[config.mk]
export PLATFORM = sky130hd
export DESIGN_NAME = rtdc_top
export DESIGN_NICKNAME = d
export VERILOG_FILES = /design/src/hw/rtdc_pkg.sv /design/src/hw/rtdc_level_decode.sv /design/src/hw/rtdc_ref_decode.sv /design/src/hw/rtdc_top.sv
export SDC_FILE = /design/constraint.sdc
export NUM_CORES = 1
export LEC_CHECK = 0
export ABC_AREA = 1
export BUFFER_PORTS_ARGS = -buffer_cell sky130_fd_sc_hd__buf_2
export CAP_MARGIN = 20
export CORE_MARGIN = 8
export CORE_UTILIZATION = 50
export DETAILED_ROUTE_END_ITERATION = 7
export HOLD_SLACK_MARGIN = 0.02
export PLACE_DENSITY_LB_ADDON = 0.12
export SYNTH_ARGS = -nofsm -noshare
export SYNTH_HDL_FRONTEND = slang
export SYNTH_HIERARCHICAL = 1
export SYNTH_SLANG_ARGS = --single-unit
[constraint.sdc]
create_clock -name clk -period 1.45 [get_ports clk]
set_input_delay 0.0725 -clock clk [delete_from_list [all_inputs] [get_ports clk]]
set_output_delay 0.0725 -clock clk [all_outputs]
set_load 0.1 [all_outputs]
[src/hw/rtdc_pkg.sv]
// Package: register map, field layout, codes and carriers for the reference and test DAC block
package rtdc_pkg;
  localparam int ADDR_W = 8;
  localparam int DATA_W = 8;
  localparam logic [7:0] REF_SEL_ADDR = 8'h0F;
  localparam logic [7:0] TST_POS_ADDR = 8'h10;
  localparam logic [7:0] REF_SEL_RESET = 8'h00;
  localparam logic [7:0] TST_POS_RESET = 8'h00;
  localparam int POS_REF_LSB = 3;
  localparam int NEG_REF_LSB = 0;
  localparam int REF_FIELD_W = 3;
  localparam int CONNECT_BIT = 7;
  localparam int LEVEL_LSB = 0;
  localparam int LEVEL_W = 5;
  localparam logic [7:0] REF_SEL_WMASK = 8'h3F;
  localparam logic [7:0] TST_POS_WMASK = 8'h9F;
  localparam logic [2:0] REF_CODE_MAX = 3'h4;
  localparam logic [4:0] LEVEL_UP_MAX = 5'h09;
  localparam logic [4:0] LEVEL_DN_MIN = 5'h11;
  localparam logic [4:0] LEVEL_DN_MAX = 5'h19;

  typedef enum logic [2:0] {
    RTDC_POS_INTERNAL,
    RTDC_POS_ANALOG_INPUT_0,
    RTDC_POS_ANALOG_INPUT_2,
    RTDC_POS_ANALOG_INPUT_4,
    RTDC_POS_SUPPLY,
    RTDC_POS_NONE
  } rtdc_pos_ref_e;

  typedef enum logic [2:0] {
    RTDC_NEG_INTERNAL,
    RTDC_NEG_ANALOG_INPUT_1,
    RTDC_NEG_ANALOG_INPUT_3,
    RTDC_NEG_ANALOG_INPUT_5,
    RTDC_NEG_SUPPLY,
    RTDC_NEG_NONE
  } rtdc_neg_ref_e;

  typedef struct packed {
    logic [ADDR_W-1:0] addr;
    logic [DATA_W-1:0] wdata;
    logic wr;
    logic rd;
  } rtdc_bus_s;

  typedef struct packed {
    logic test_output_connect;
    logic level_up;
    logic level_down;
    logic [3:0] level_step;
    logic level_valid;
  } rtdc_tdac_s;
endpackage : rtdc_pkg

[src/hw/rtdc_level_decode.sv]
// Decode of the test level code into direction and step count
module rtdc_level_decode
  import rtdc_pkg::*;
(
  input wire logic [7:0] tst_q, // Stored test voltage control
  output rtdc_pkg::rtdc_tdac_s tdac // Decoded generator controls
);
  import rtdc_pkg::*;

  logic [4:0] lvl;

  assign lvl = tst_q[LEVEL_LSB +: LEVEL_W];

  // Reserved codes hold the generator at the 2.5 V midpoint
  always_comb begin
    tdac = '0;
    tdac.test_output_connect = tst_q[CONNECT_BIT];
    if (lvl == 5'h00) begin
      tdac.level_valid = 1'b1;
    end else if (lvl <= LEVEL_UP_MAX) begin
      tdac.level_valid = 1'b1;
      tdac.level_up = 1'b1;
      tdac.level_step = lvl[3:0];
    end else if (lvl >= LEVEL_DN_MIN && lvl <= LEVEL_DN_MAX) begin
      tdac.level_valid = 1'b1;
      tdac.level_down = 1'b1;
      tdac.level_step = lvl[3:0];
    end
  end
endmodule : rtdc_level_decode

[src/hw/rtdc_ref_decode.sv]
// Decode of the reference select register into source selects
module rtdc_ref_decode
  import rtdc_pkg::*;
(
  input wire logic [7:0] sel_q, // Stored reference select
  output rtdc_pkg::rtdc_pos_ref_e pos_ref, // Positive source
  output rtdc_pkg::rtdc_neg_ref_e neg_ref // Negative source
);
  import rtdc_pkg::*;

  logic [2:0] pos_code;
  logic [2:0] neg_code;

  assign pos_code = sel_q[POS_REF_LSB +: REF_FIELD_W];
  assign neg_code = sel_q[NEG_REF_LSB +: REF_FIELD_W];

  // A reserved code opens the switch of its own field rather than guess a source
  always_comb begin
    case (pos_code)
      3'h0: pos_ref = RTDC_POS_INTERNAL;
      3'h1: pos_ref = RTDC_POS_ANALOG_INPUT_0;
      3'h2: pos_ref = RTDC_POS_ANALOG_INPUT_2;
      3'h3: pos_ref = RTDC_POS_ANALOG_INPUT_4;
      3'h4: pos_ref = RTDC_POS_SUPPLY;
      default: pos_ref = RTDC_POS_NONE;
    endcase
  end

  always_comb begin
    case (neg_code)
      3'h0: neg_ref = RTDC_NEG_INTERNAL;
      3'h1: neg_ref = RTDC_NEG_ANALOG_INPUT_1;
      3'h2: neg_ref = RTDC_NEG_ANALOG_INPUT_3;
      3'h3: neg_ref = RTDC_NEG_ANALOG_INPUT_5;
      3'h4: neg_ref = RTDC_NEG_SUPPLY;
      default: neg_ref = RTDC_NEG_NONE;
    endcase
  end
endmodule : rtdc_ref_decode

[src/hw/rtdc_top.sv]
// Reference select and positive test voltage configuration registers
//
// Summary of operation
// - Bits 5:3 pick positive reference source
// - Bits 2:0 pick negative reference source
// - Reference select at 0Fh, resets zero
// - Test voltage register at 10h, resets zero
// - Bit 7 connects test output to input 6
// - Bits 4:0 pick test level around 2.5V
//
// Chosen here: the plain strobed port.
module rtdc_top
  import rtdc_pkg::*;
(
  input wire logic clk, // 50 MHz core clock
  input wire logic reset_n, // Async reset, active low
  input wire logic [rtdc_pkg::ADDR_W-1:0] reg_addr, // Register address
  input wire logic [rtdc_pkg::DATA_W-1:0] reg_wdata, // Write data
  input wire logic reg_wr, // Write strobe
  input wire logic reg_rd, // Read strobe
  output logic [rtdc_pkg::DATA_W-1:0] reg_rdata, // Read data, cycle after strobe
  output rtdc_pkg::rtdc_pos_ref_e pos_ref, // Positive reference select
  output rtdc_pkg::rtdc_neg_ref_e neg_ref, // Negative reference select
  output rtdc_pkg::rtdc_tdac_s tdac, // Test generator controls
  output logic level_reserved // Reserved level code stored
);
  import rtdc_pkg::*;

  ////////////////////////////////////////////////////////////////////////
  rtdc_bus_s bus;
  logic [7:0] ref_sel_q;
  logic [7:0] tst_pos_q;
  logic [7:0] ref_sel_d;
  logic [7:0] tst_pos_d;
  logic [7:0] rdata_d;
  logic [7:0] reg_rdata_q;
  logic [7:0] ref_pos_q;
  logic [7:0] tst_pos_pos_q;
  logic ref_sel_hit;
  logic tst_pos_hit;
  logic ref_sel_we;
  logic tst_pos_we;
  logic [2:0] pos_field;
  logic [2:0] neg_field;
  logic [4:0] lvl_field;

  function automatic logic [7:0] masked(input logic [7:0] v, input logic [7:0] m);
    masked = v & m;
  endfunction : masked

  // Codes above the supply choice are reserved in both reference fields
  function automatic logic ref_legal(input logic [2:0] code);
    ref_legal = (code <= REF_CODE_MAX);
  endfunction : ref_legal

  // Host is trusted to keep to these; the rest are reserved
  function automatic logic level_legal(input logic [4:0] code);
    level_legal = (code <= LEVEL_UP_MAX) || (code >= LEVEL_DN_MIN && code <= LEVEL_DN_MAX);
  endfunction : level_legal

  assign bus = '{addr: reg_addr, wdata: reg_wdata, wr: reg_wr, rd: reg_rd};
  assign ref_sel_hit = (bus.addr == REF_SEL_ADDR);
  assign tst_pos_hit = (bus.addr == TST_POS_ADDR);

  // One qualified enable per register keeps the address decode in one place
  assign ref_sel_we = bus.wr && ref_sel_hit;
  assign tst_pos_we = bus.wr && tst_pos_hit;

  ////////////////////////////////////////////////////////////////////////
  // Reserved bits are dropped on write so they can never read back set
  assign ref_sel_d = masked(bus.wdata, REF_SEL_WMASK);
  assign tst_pos_d = masked(bus.wdata, TST_POS_WMASK);

  always_ff @(posedge clk or negedge reset_n) begin
    if (!reset_n) begin
      ref_sel_q <= REF_SEL_RESET;
    end else if (ref_sel_we) begin
      ref_sel_q <= ref_sel_d;
    end
  end

  always_ff @(posedge clk or negedge reset_n) begin
    if (!reset_n) begin
      tst_pos_q <= TST_POS_RESET;
    end else if (tst_pos_we) begin
      tst_pos_q <= tst_pos_d;
    end
  end

  ////////////////////////////////////////////////////////////////////////
  // Unmapped addresses read zero; data stands one cycle only
  always_comb begin
    rdata_d = 8'h00;
    if (ref_sel_hit) begin
      rdata_d = ref_sel_q;
    end else if (tst_pos_hit) begin
      rdata_d = tst_pos_q;
    end
  end

  always_ff @(posedge clk or negedge reset_n) begin
    if (!reset_n) begin
      reg_rdata_q <= 8'h00;
    end else if (bus.rd) begin
      reg_rdata_q <= rdata_d;
    end else begin
      reg_rdata_q <= 8'h00;
    end
  end

  assign reg_rdata = reg_rdata_q;

  ////////////////////////////////////////////////////////////////////////
  rtdc_ref_decode u_ref_decode (
    .sel_q(ref_sel_q),
    .pos_ref(pos_ref),
    .neg_ref(neg_ref)
  );

  rtdc_level_decode u_level_decode (
    .tst_q(tst_pos_q),
    .tdac(tdac)
  );

  // Flag only; the host is trusted to avoid reserved level codes
  assign level_reserved = !tdac.level_valid;

  ////////////////////////////////////////////////////////////////////////
  // Helper history for the checks below
  always_ff @(posedge clk or negedge reset_n) begin
    if (!reset_n) begin
      ref_pos_q <= 8'h00;
    end else begin
      ref_pos_q <= ref_sel_q;
    end
  end

  always_ff @(posedge clk or negedge reset_n) begin
    if (!reset_n) begin
      tst_pos_pos_q <= 8'h00;
    end else begin
      tst_pos_pos_q <= tst_pos_q;
    end
  end

  // Field views shared by the decode checks
  assign pos_field = ref_sel_q[POS_REF_LSB +: REF_FIELD_W];
  assign neg_field = ref_sel_q[NEG_REF_LSB +: REF_FIELD_W];
  assign lvl_field = tst_pos_q[LEVEL_LSB +: LEVEL_W];

  ref_write_a: assert property (@(posedge clk) disable iff (!reset_n)
    bus.wr && ref_sel_hit |=> ref_sel_q == ($past(bus.wdata) & 8'h3F))
    else $error("reference select write not stored");

  tst_write_a: assert property (@(posedge clk) disable iff (!reset_n)
    bus.wr && tst_pos_hit |=> tst_pos_q == ($past(bus.wdata) & 8'h9F))
    else $error("test voltage write not stored");

  ref_hold_a: assert property (@(posedge clk) disable iff (!reset_n)
    !(bus.wr && ref_sel_hit) |=> $stable(ref_sel_q))
    else $error("reference select changed without write");

  read_data_a: assert property (@(posedge clk) disable iff (!reset_n)
    bus.rd && ref_sel_hit && !bus.wr |=> reg_rdata == ref_pos_q && reg_rdata[7:6] == 2'h0)
    else $error("reference select read back wrong");

  read_tst_a: assert property (@(posedge clk) disable iff (!reset_n)
    bus.rd && tst_pos_hit |=> reg_rdata == tst_pos_pos_q && reg_rdata[6:5] == 2'h0)
    else $error("test voltage read back wrong");

  read_idle_a: assert property (@(posedge clk) disable iff (!reset_n)
    !bus.rd |=> reg_rdata == 8'h00)
    else $error("read data outside its cycle");

  pos_ref_a: assert property (@(posedge clk) disable iff (!reset_n)
    ref_sel_q[5:3] <= REF_CODE_MAX |-> pos_ref == rtdc_pos_ref_e'(ref_sel_q[5:3]))
    else $error("positive reference decode wrong");

  neg_ref_a: assert property (@(posedge clk) disable iff (!reset_n)
    ref_sel_q[2:0] > REF_CODE_MAX |-> neg_ref == RTDC_NEG_NONE)
    else $error("negative reservation decode wrong");

  connect_a: assert property (@(posedge clk) disable iff (!reset_n)
    bus.wr && tst_pos_hit |=> tdac.test_output_connect == $past(bus.wdata[7]))
    else $error("connect enable wrong");

  level_a: assert property (@(posedge clk) disable iff (!reset_n)
    tst_pos_q[4:0] == 5'h19 |-> tdac.level_down && tdac.level_step == 4'h9)
    else $error("lowest level decode wrong");

  midpoint_a: assert property (@(posedge clk) disable iff (!reset_n)
    tst_pos_q[4:0] == 5'h00 |-> !tdac.level_up && !tdac.level_down && !level_reserved)
    else $error("midpoint decode wrong");

  ////////////////////////////////////////////////////////////////////////
  // Write path: only a matching strobe may move a register
  tst_hold_a: assert property (@(posedge clk) disable iff (!reset_n)
    !tst_pos_we
    |=> $stable(tst_pos_q))
    else $error("test voltage changed without write");

  unmapped_write_a: assert property (@(posedge clk) disable iff (!reset_n)
    bus.wr && !ref_sel_hit && !tst_pos_hit
    |=> $stable(ref_sel_q) && $stable(tst_pos_q))
    else $error("unmapped write changed a register");

  ref_rsv_a: assert property (@(posedge clk) disable iff (!reset_n)
    (ref_sel_q & ~REF_SEL_WMASK) == 8'h00)
    else $error("reference select reserved bits set");

  tst_rsv_a: assert property (@(posedge clk) disable iff (!reset_n)
    (tst_pos_q & ~TST_POS_WMASK) == 8'h00)
    else $error("test voltage reserved bits set");

  // Read path: the answer stands in the cycle after the strobe only
  read_unmapped_a: assert property (@(posedge clk) disable iff (!reset_n)
    bus.rd && !ref_sel_hit && !tst_pos_hit
    |=> reg_rdata == 8'h00)
    else $error("unmapped read returned data");

  ref_readback_a: assert property (@(posedge clk) disable iff (!reset_n)
    ref_sel_we ##1 !bus.wr ##1 (bus.rd && ref_sel_hit && !bus.wr)
    |=> reg_rdata == ($past(bus.wdata, 3) & REF_SEL_WMASK))
    else $error("reference select write not read back");

  tst_readback_a: assert property (@(posedge clk) disable iff (!reset_n)
    tst_pos_we ##1 !bus.wr ##1 (bus.rd && tst_pos_hit && !bus.wr)
    |=> reg_rdata == ($past(bus.wdata, 3) & TST_POS_WMASK))
    else $error("test voltage write not read back");

  // Reference decode: reserved codes must open the switches
  pos_rsv_a: assert property (@(posedge clk) disable iff (!reset_n)
    !ref_legal(pos_field)
    |-> pos_ref == RTDC_POS_NONE)
    else $error("positive reservation decode wrong");

  neg_dec_a: assert property (@(posedge clk) disable iff (!reset_n)
    ref_legal(neg_field)
    |-> neg_ref == rtdc_neg_ref_e'(neg_field))
    else $error("negative reference decode wrong");

  pos_supply_a: assert property (@(posedge clk) disable iff (!reset_n)
    pos_field == REF_CODE_MAX
    |-> pos_ref == RTDC_POS_SUPPLY)
    else $error("positive supply decode wrong");

  neg_supply_a: assert property (@(posedge clk) disable iff (!reset_n)
    neg_field == REF_CODE_MAX
    |-> neg_ref == RTDC_NEG_SUPPLY)
    else $error("negative supply decode wrong");

  ref_default_a: assert property (@(posedge clk) disable iff (!reset_n)
    ref_sel_q == REF_SEL_RESET
    |-> pos_ref == RTDC_POS_INTERNAL && neg_ref == RTDC_NEG_INTERNAL)
    else $error("default reference decode wrong");

  ref_out_stable_a: assert property (@(posedge clk) disable iff (!reset_n)
    !ref_sel_we
    |=> $stable(pos_ref) && $stable(neg_ref))
    else $error("reference select moved without write");

  // Test generator decode
  connect_follow_a: assert property (@(posedge clk) disable iff (!reset_n)
    tdac.test_output_connect == tst_pos_q[CONNECT_BIT])
    else $error("connect enable does not follow register");

  tst_default_a: assert property (@(posedge clk) disable iff (!reset_n)
    tst_pos_q == TST_POS_RESET
    |-> !tdac.test_output_connect && tdac.level_valid)
    else $error("default test generator state wrong");

  level_up_a: assert property (@(posedge clk) disable iff (!reset_n)
    lvl_field inside {[5'h01:LEVEL_UP_MAX]}
    |-> tdac.level_up && !tdac.level_down && tdac.level_step == lvl_field[3:0])
    else $error("rising level decode wrong");

  level_down_a: assert property (@(posedge clk) disable iff (!reset_n)
    lvl_field inside {[LEVEL_DN_MIN:LEVEL_DN_MAX]}
    |-> tdac.level_down && !tdac.level_up && tdac.level_step == lvl_field[3:0])
    else $error("falling level decode wrong");

  level_rsv_a: assert property (@(posedge clk) disable iff (!reset_n)
    !level_legal(lvl_field)
    |-> level_reserved && !tdac.level_up && !tdac.level_down && tdac.level_step == 4'h0)
    else $error("reserved level not held at midpoint");

  level_flag_a: assert property (@(posedge clk) disable iff (!reset_n)
    level_legal(lvl_field)
    |-> !level_reserved && tdac.level_valid)
    else $error("legal level flagged reserved");

  step_range_a: assert property (@(posedge clk) disable iff (!reset_n)
    tdac.level_valid
    |-> tdac.level_step <= LEVEL_UP_MAX[3:0])
    else $error("level step out of range");

  tdac_stable_a: assert property (@(posedge clk) disable iff (!reset_n)
    !tst_pos_we
    |=> $stable(tdac))
    else $error("test generator moved without write");

  cover_ref_c: cover property (@(posedge clk) disable iff (!reset_n)
    bus.wr && ref_sel_hit ##1 bus.rd && ref_sel_hit);
  cover_conn_c: cover property (@(posedge clk) disable iff (!reset_n)
    tdac.test_output_connect && tdac.level_up);
  cover_rsv_c: cover property (@(posedge clk) disable iff (!reset_n) level_reserved);
  cover_down_c: cover property (@(posedge clk) disable iff (!reset_n)
    tdac.test_output_connect && tdac.level_down);
  cover_none_c: cover property (@(posedge clk) disable iff (!reset_n)
    pos_ref == RTDC_POS_NONE && neg_ref != RTDC_NEG_NONE);
endmodule : rtdc_top

==> flow_metrics.py, run 1 <==
metrics = {
    "route": {
        "wl_per_cell_microns": 11.4,
        "firstDrtPassIters": 4,
        "drt_iter0_drc": 28,
        "drc_errors": 0,
        "vias_per_cell": 4.72,
        "wirelength_mm": 2.55,
        "vias": 1063,
        "ant_nets": 0,
    },
    "pwr": {
        "internal_power_mw": 0.780,
        "p_seq_share_pct": 45.6,
        "power_frac_clock_pct": 20.7,
        "p_sw_mw": 0.455,
        "ir_drop_mv": 0.484,
        "comb_power_share_pct": 33.7,
        "sw_frac_of_total_pct": 36.8,
        "power.density_nw_per_um2": 806,
        "total_power_mw": 1.23,
        "power.leakage_nw": 0.848,
    },
    "finish": {
        "fin_nets": 219,
        "stdcell_area_sq_um": 1530,
        "fin_util_pct": 78.1,
        "diodes": 0,
        "area_growth_pct": 48.7,
        "filler_cell_count": 150,
        "drive_above_1_share_pct": 35.9,
    },
    "place": {
        "place.gp.congestion": 0.853,
        "port_buffers": 40,
        "hpwl_mm": 1.97,
        "place_area_sq_um": 1390,
    },
    "critical_path": {
        "r2r_cells": 5,
        "regToRegSetupSlack_ns": 0.52,
        "endpoint": "level_reserved",
        "crit_fanout": 3,
        "path_class": "reg2out",
        "endpoint_kind": "primary output",
        "r2r-start": "tst_pos_q[2]$_DFFE_PN0P_",
        "required_ns": 1.38,
        "critPathLaunch": "tst_pos_q[3]$_DFFE_PN0P_",
        "cp_data_arrival_time_ns": 1.54,
        "rr_endpoint": "reg_rdata[2]$_DFF_PN0_",
        "startpoint_type": "flop",
    },
    "yosys": {
        "syn_area_sq_um": 1030,
        "synthTopCellsByCount": "nand2_1, inv_1, nor2_1",
        "avgSynthCellArea_sq_um": 6.96,
        "yosysTopAreaCell": "dfrtp_1",
        "yosysMostFrequentCell": "nand2_1",
        "ys_ff_latch": 19,
        "ys_warn_count": 6,
        "yosysTopAreaCellShare_pct": 46.2,
        "synth_area_leaders": "dfrtp_1, nand2_1, inv_1",
        "synth_edf_count": 0,
        "ys_async_sr_fraction_pct": 100,
        "synth_flop_cell": "dfrtp_1",
        "synth-seq-area-share_pct": 46.2,
        "syn-num-nets": 168,
        "syn_inst": 148,
        "yosysUniqueCellTypes": 14,
    },
    "clocking": {
        "clk_latency_ns": 0.28,
        "clk_pin_slew_ns": 0.10,
        "numCtsBuffers": 3,
        "clk_path_buf_depth": 2,
        "htreeDepth": 1,
        "clockRootBuffer": "clkbuf_4",
        "cts_tree": "yes",
        "clock_sinks": 19,
    },
    "outcome": {
        "violations": "negative setup slack",
        "status": "finished with violations",
    },
    "floorplanning": {
        "die_w_microns": 61.4,
        "start_util_pct": 52.5,
        "row_count": 16,
        "die_h_microns": 61.4,
        "dieArea_sq_um": 3770,
        "fp.coreArea_sq_um": 1960,
        "io_pins": 43,
    },
    "run": {
        "cap_violations": 0,
    },
    "sta": {
        "slew_violations": 0,
        "setup_ws_ns": -0.158,
        "fmaxAchievable_mhz": 622,
        "rsz0062_at_grt": "true",
        "finalCritPeriodShare_pct": 111,
        "fin_crit_ns": 1.61,
        "hold-worst-slack_ns": 0.0370,
        "fin_skew_ns": 0.000582,
        "setup_viol": 8,
        "hold_violations": 0,
    },
    "min_path": {
        "hp-class": "in2reg",
    },
    "grt": {
        "grt_pass1_vias": 1073,
        "overflow": 0,
        "track_usage_pct": 15.0,
        "grt_max_degree": 20,
        "grt_first_pass_wirelength_mm": 4.26,
        "antenna_found_initial": 0,
    },
}
## metrics by stage
step / TNS [ns] / instances / worst slack, ns
2_1_floorplan: -0.921 / 148 / -0.495
3_3_place_gp: 0 / 211 / 0.134
3_5_place_dp: 0 / 211 / 0.0739
4_1_cts: -0.826 / 224 / -0.146
5_1_grt: -1.43 / 225 / -0.232
6_report: -0.887 / 225 / -0.158
## state kept, by name (all words and copies together), names as in the netlist
register / count
tst_pos_q: 6
ref_sel_q: 6
reg_rdata: 7
## critical path, stage by stage, from the launching register on
cell        delay (ns)
dfrtp_1           0.43
nor2_2            0.15
nand2_2           0.10
o21ai_4           0.18
clkinvlp_4        0.14
clkinvlp_4        0.09
buf_12            0.16
## kinds of logic after synthesis
family                 Yosys count  share of synthesized area [%]
AOI/OAI and AO/OA                2                           1.70
buffers and inverters           31                           12.9
DFF                             19                           46.2
other                            1                          0.364
and+or+nand+nor                 95                           38.9
## area by class of cell
type,instances,area [sq um],area share (%)
sequential,19,475,31.0
clock buffer,4,26.3,1.72
multi-input combinational,98,483,31.5
tap,27,33.8,2.21
timing repair buffer,52,409,26.7
inverter,25,104,6.78
## cells in the final DEF (no fill, tap or decap)
cell type,Yosys,routed
nand3_1,18,18
conb_1,1,1
clkbuf_1,2,1
buf_12,0,7
nand2_1,51,50
dlygate4sd3_1,0,3
clkinvlp_4,0,2
nand2_2,1,2
buf_4,2,9
inv_4,0,1
buf_2,1,32
o21ai_4,0,1
clkbuf_4,0,3
nor2_2,0,4
dfrtp_1,19,19
o21ai_2,2,1
and3_4,0,1
nor2_1,22,13
inv_1,25,22
nor2_4,2,7
buf_6,1,1
## power by group through the flow
| stage | registers, mW | logic [mW] | clock network (mW) |
|---|---|---|---|
| floorplan | 0.570 | 0.260 | 0 |
| CTS | 0.562 | 0.409 | 0.261 |
| global placement | 0.574 | 0.370 | 0 |
| finish | 0.563 | 0.416 | 0.255 |
| detailed placement | 0.574 | 0.376 | 0 |
| global route | 0.566 | 0.437 | 0.291 |
## what timing repair did
item,CTS,global route
hold buffers,3,0
buffers inserted,6,1
setup endpoints to repair,8,8
gates resized for setup,7,4
pin swaps,4,3
hold endpoints to repair,21,0
## how the worst min path moves through the flow
stage,startpoint,to,slack (ns),cells after the start
CTS,reg_wdata[2],ref_sel_q[2]$_DFFE_PN0P_,0.03,3
detailed placement,reset_n,reg_rdata[7]$_DFF_PN0_,0.03,1
global placement,reset_n,reg_rdata[7]$_DFF_PN0_,0.02,1
floorplan,reset_n,ref_sel_q[0]$_DFFE_PN0P_,-0.22,0
finish,reg_wdata[4],tst_pos_q[4]$_DFFE_PN0P_,0.04,3
global route,reg_wdata[1],ref_sel_q[1]$_DFFE_PN0P_,0.03,3
## per-layer routing
layer  track usage, %  wire, microns  vias up
li1                 -              -      540
met1             15.5           1020      469
met2             26.3           1220       48
met3             3.76            239        6
met4             10.1             70        0
met5                0              0        -
(Power assumes the default switching activity.)
==> run 2, diff against run 1 <==
--- a/config.mk
+++ b/config.mk
@@ -8,6 +8,7 @@
 export ABC_AREA = 1
 export BUFFER_PORTS_ARGS = -buffer_cell sky130_fd_sc_hd__buf_2
 export CAP_MARGIN = 20
+export CORE_ASPECT_RATIO = 1.1
 export CORE_MARGIN = 8
 export CORE_UTILIZATION = 50
 export DETAILED_ROUTE_END_ITERATION = 7
==> run 2 against run 1 <==
  * The flow still finishes with violations (negative setup slack)
  * Worst hold slack lost 0.0054 ns
  * Sequential cell count unchanged
  * Highest routed layer unchanged
  * Wire length decreased by 6.0%
  * Global-route usage fell by 1.4 points
  * Count of clock-buffer cells in the layout shrank 1
  * Sequential share of layout area is 0.78 points higher
  * Largest power group unchanged
  * Utilization fell by 2.5 points
  * Sequential power about the same
  * Combinational power decreased by 3%
  * Setup slack got worse by 0.0084 ns
==> flow_metrics.py, run 2 (synthesis results as in run 1) <==
metrics = {
    "outcome": {
        "status": "finished with violations",
        "violations": "negative setup slack",
    },
    "sta": {
        "hold_violations": 0,
        "setup_ws_ns": -0.167,
        "setup_viol": 8,
        "rsz0062_at_grt": "true",
        "slew_violations": 0,
        "fin_setup_tns_ns": -0.840,
        "fmaxAchievable_mhz": 619,
        "finalCritPeriodShare_pct": 111,
        "fin_skew_ns": 0.00551,
        "fin_crit_ns": 1.62,
    },
    "clocking": {
        "clock_sinks": 19,
        "cts_tree": "yes",
        "clk_pin_slew_ns": 0.11,
        "numCtsBuffers": 3,
        "clk_path_buf_depth": 2,
        "clockRootBuffer": "clkbuf_4",
        "htreeDepth": 1,
        "clk_latency_ns": 0.29,
    },
    "critical_path": {
        "path_class": "reg2out",
        "cp_data_arrival_time_ns": 1.54,
        "path_cells": "o21ai_2 > o21ai_4 > buf_4 > nor2_2 > buf_12",
        "r2r_cells": 5,
        "critPathMaxStageDelay_ns": 0.42,
        "endpoint_kind": "primary output",
        "startpoint_type": "flop",
        "critPathSlowestCell": "dfrtp_1",
        "crit_fanout": 3,
        "required_ns": 1.38,
    },
    "route": {
        "drt_iter0_drc": 23,
        "ant_nets": 0,
        "wl_per_cell_microns": 10.8,
        "drc_errors": 0,
        "vias_per_cell": 4.61,
        "firstDrtPassIters": 5,
        "vias": 1029,
        "wirelength_mm": 2.40,
    },
    "grt": {
        "grt_first_pass_wirelength_mm": 4.01,
        "grt_pass1_vias": 988,
        "grt_max_degree": 20,
        "antenna_found_initial": 0,
        "overflow": 0,
        "track_usage_pct": 13.6,
    },
    "pwr": {
        "total_power_mw": 1.22,
        "power.leakage_nw": 0.843,
        "power.density_nw_per_um2": 818,
        "ir_drop_mv": 0.587,
    },
    "finish": {
        "layout_commonest_cell": "nand2_1",
        "drive_above_1_share_pct": 33.8,
        "area_growth_pct": 45.1,
        "largest_register_ff_count": 7,
        "fin_nets": 216,
        "diodes": 0,
        "final_cell_mix": "nand2_1, buf_2, inv_1",
        "finalNonFillerCells": 223,
    },
    "floorplanning": {
        "io_pins": 43,
        "dieArea_sq_um": 3770,
        "die_w_microns": 59.3,
        "row_count": 17,
        "start_util_pct": 52.1,
        "die_h_microns": 63.6,
        "fp.coreArea_sq_um": 1980,
    },
    "place": {
        "hpwl_mm": 1.98,
        "place.gp.congestion": 0.807,
        "port_buffers": 40,
        "dp.cells": 212,
    },
    "min_path": {
        "holdPathStages": 3,
        "hp-class": "in2reg",
    },
    "run": {
        "cap_violations": 0,
    },
}
==> run 2: final timing paths <==
path	slack, ns	to	from
worst max register to register	0.58	reg_rdata[1]$_DFF_PN0_	tst_pos_q[1]$_DFFE_PN0P_
worst min register to register	0.52	ref_sel_q[0]$_DFFE_PN0P_	ref_sel_q[0]$_DFFE_PN0P_
min in group asynchronous	0.23	reg_rdata[0]$_DFF_PN0_	reset_n
worst max-delay path	-0.17	tdac[4]	tst_pos_q[2]$_DFFE_PN0P_
max in group asynchronous	0.93	ref_sel_q[0]$_DFFE_PN0P_	reset_n
worst min-delay path	0.03	ref_sel_q[1]$_DFFE_PN0P_	reg_wdata[1]
==> run 2: layer usage <==
layer | wire length (microns) | vias up | global-route usage (%)
li1 | - | 531 | -
met1 | 984 | 460 | 13.9
met2 | 1160 | 36 | 22.8
met3 | 228 | 2 | 6.69
met4 | 23 | 0 | 5.39
met5 | 0 | - | 0
==> run 2: worst max-delay path, delay by kind of cell, from the launching register on <==
kind | cells | cell delay [ns]
DFF | 1 | 0.42
AOI/OAI and AO/OA | 2 | 0.36
and+or+nand+nor | 1 | 0.13
buffers and inverters | 2 | 0.35
==> run 2: report_power, final <==
part | internal (mW) | switching (mW) | total (mW)
Combinational | 0.121 | 0.282 | 0.403
Sequential | 0.545 | 0.0160 | 0.561
Clock | 0.102 | 0.155 | 0.258
Total | 0.769 | 0.453 | 1.22
==> run 2: layout make-up <==
cell class	instances	area, sq um
sequential	19	475
clock inverter	1	5.00
timing repair buffer	49	395
tap	28	35.0
inverter	25	101
multi-input combinational	98	459
clock buffer	3	22.5
fill	153	484
==> run 2: metrics by stage <==
| step | setup slack (ns) | instance area, sq um | utilization [%] | hold slack (ns) |
|---|---|---|---|---|
| 6_report | -0.167 | 1490 | 75.5 | 0.0316 |
| 5_1_grt | -0.238 | 1490 | 75.5 | 0.0337 |
| 4_1_cts | -0.167 | 1490 | 75.5 | 0.0320 |
| 3_5_place_dp | 0.0439 | 1400 | 71.0 | 0.0211 |
| 3_3_place_gp | 0.0806 | 1400 | 71.0 | 0.0195 |
| 2_1_floorplan | -0.495 | 1070 | - | -0.223 |
==> run 2: timing repair <==
| item | CTS | global route |
|---|---|---|
| cloned | 0 | 0 |
| hold buffers | 3 | 0 |
| pin swaps | 1 | 1 |
| setup buffers | 4 | 0 |
| gates resized for setup | 1 | 0 |
| hold endpoints to repair | 21 | 0 |
| setup endpoints to repair | 8 | 8 |
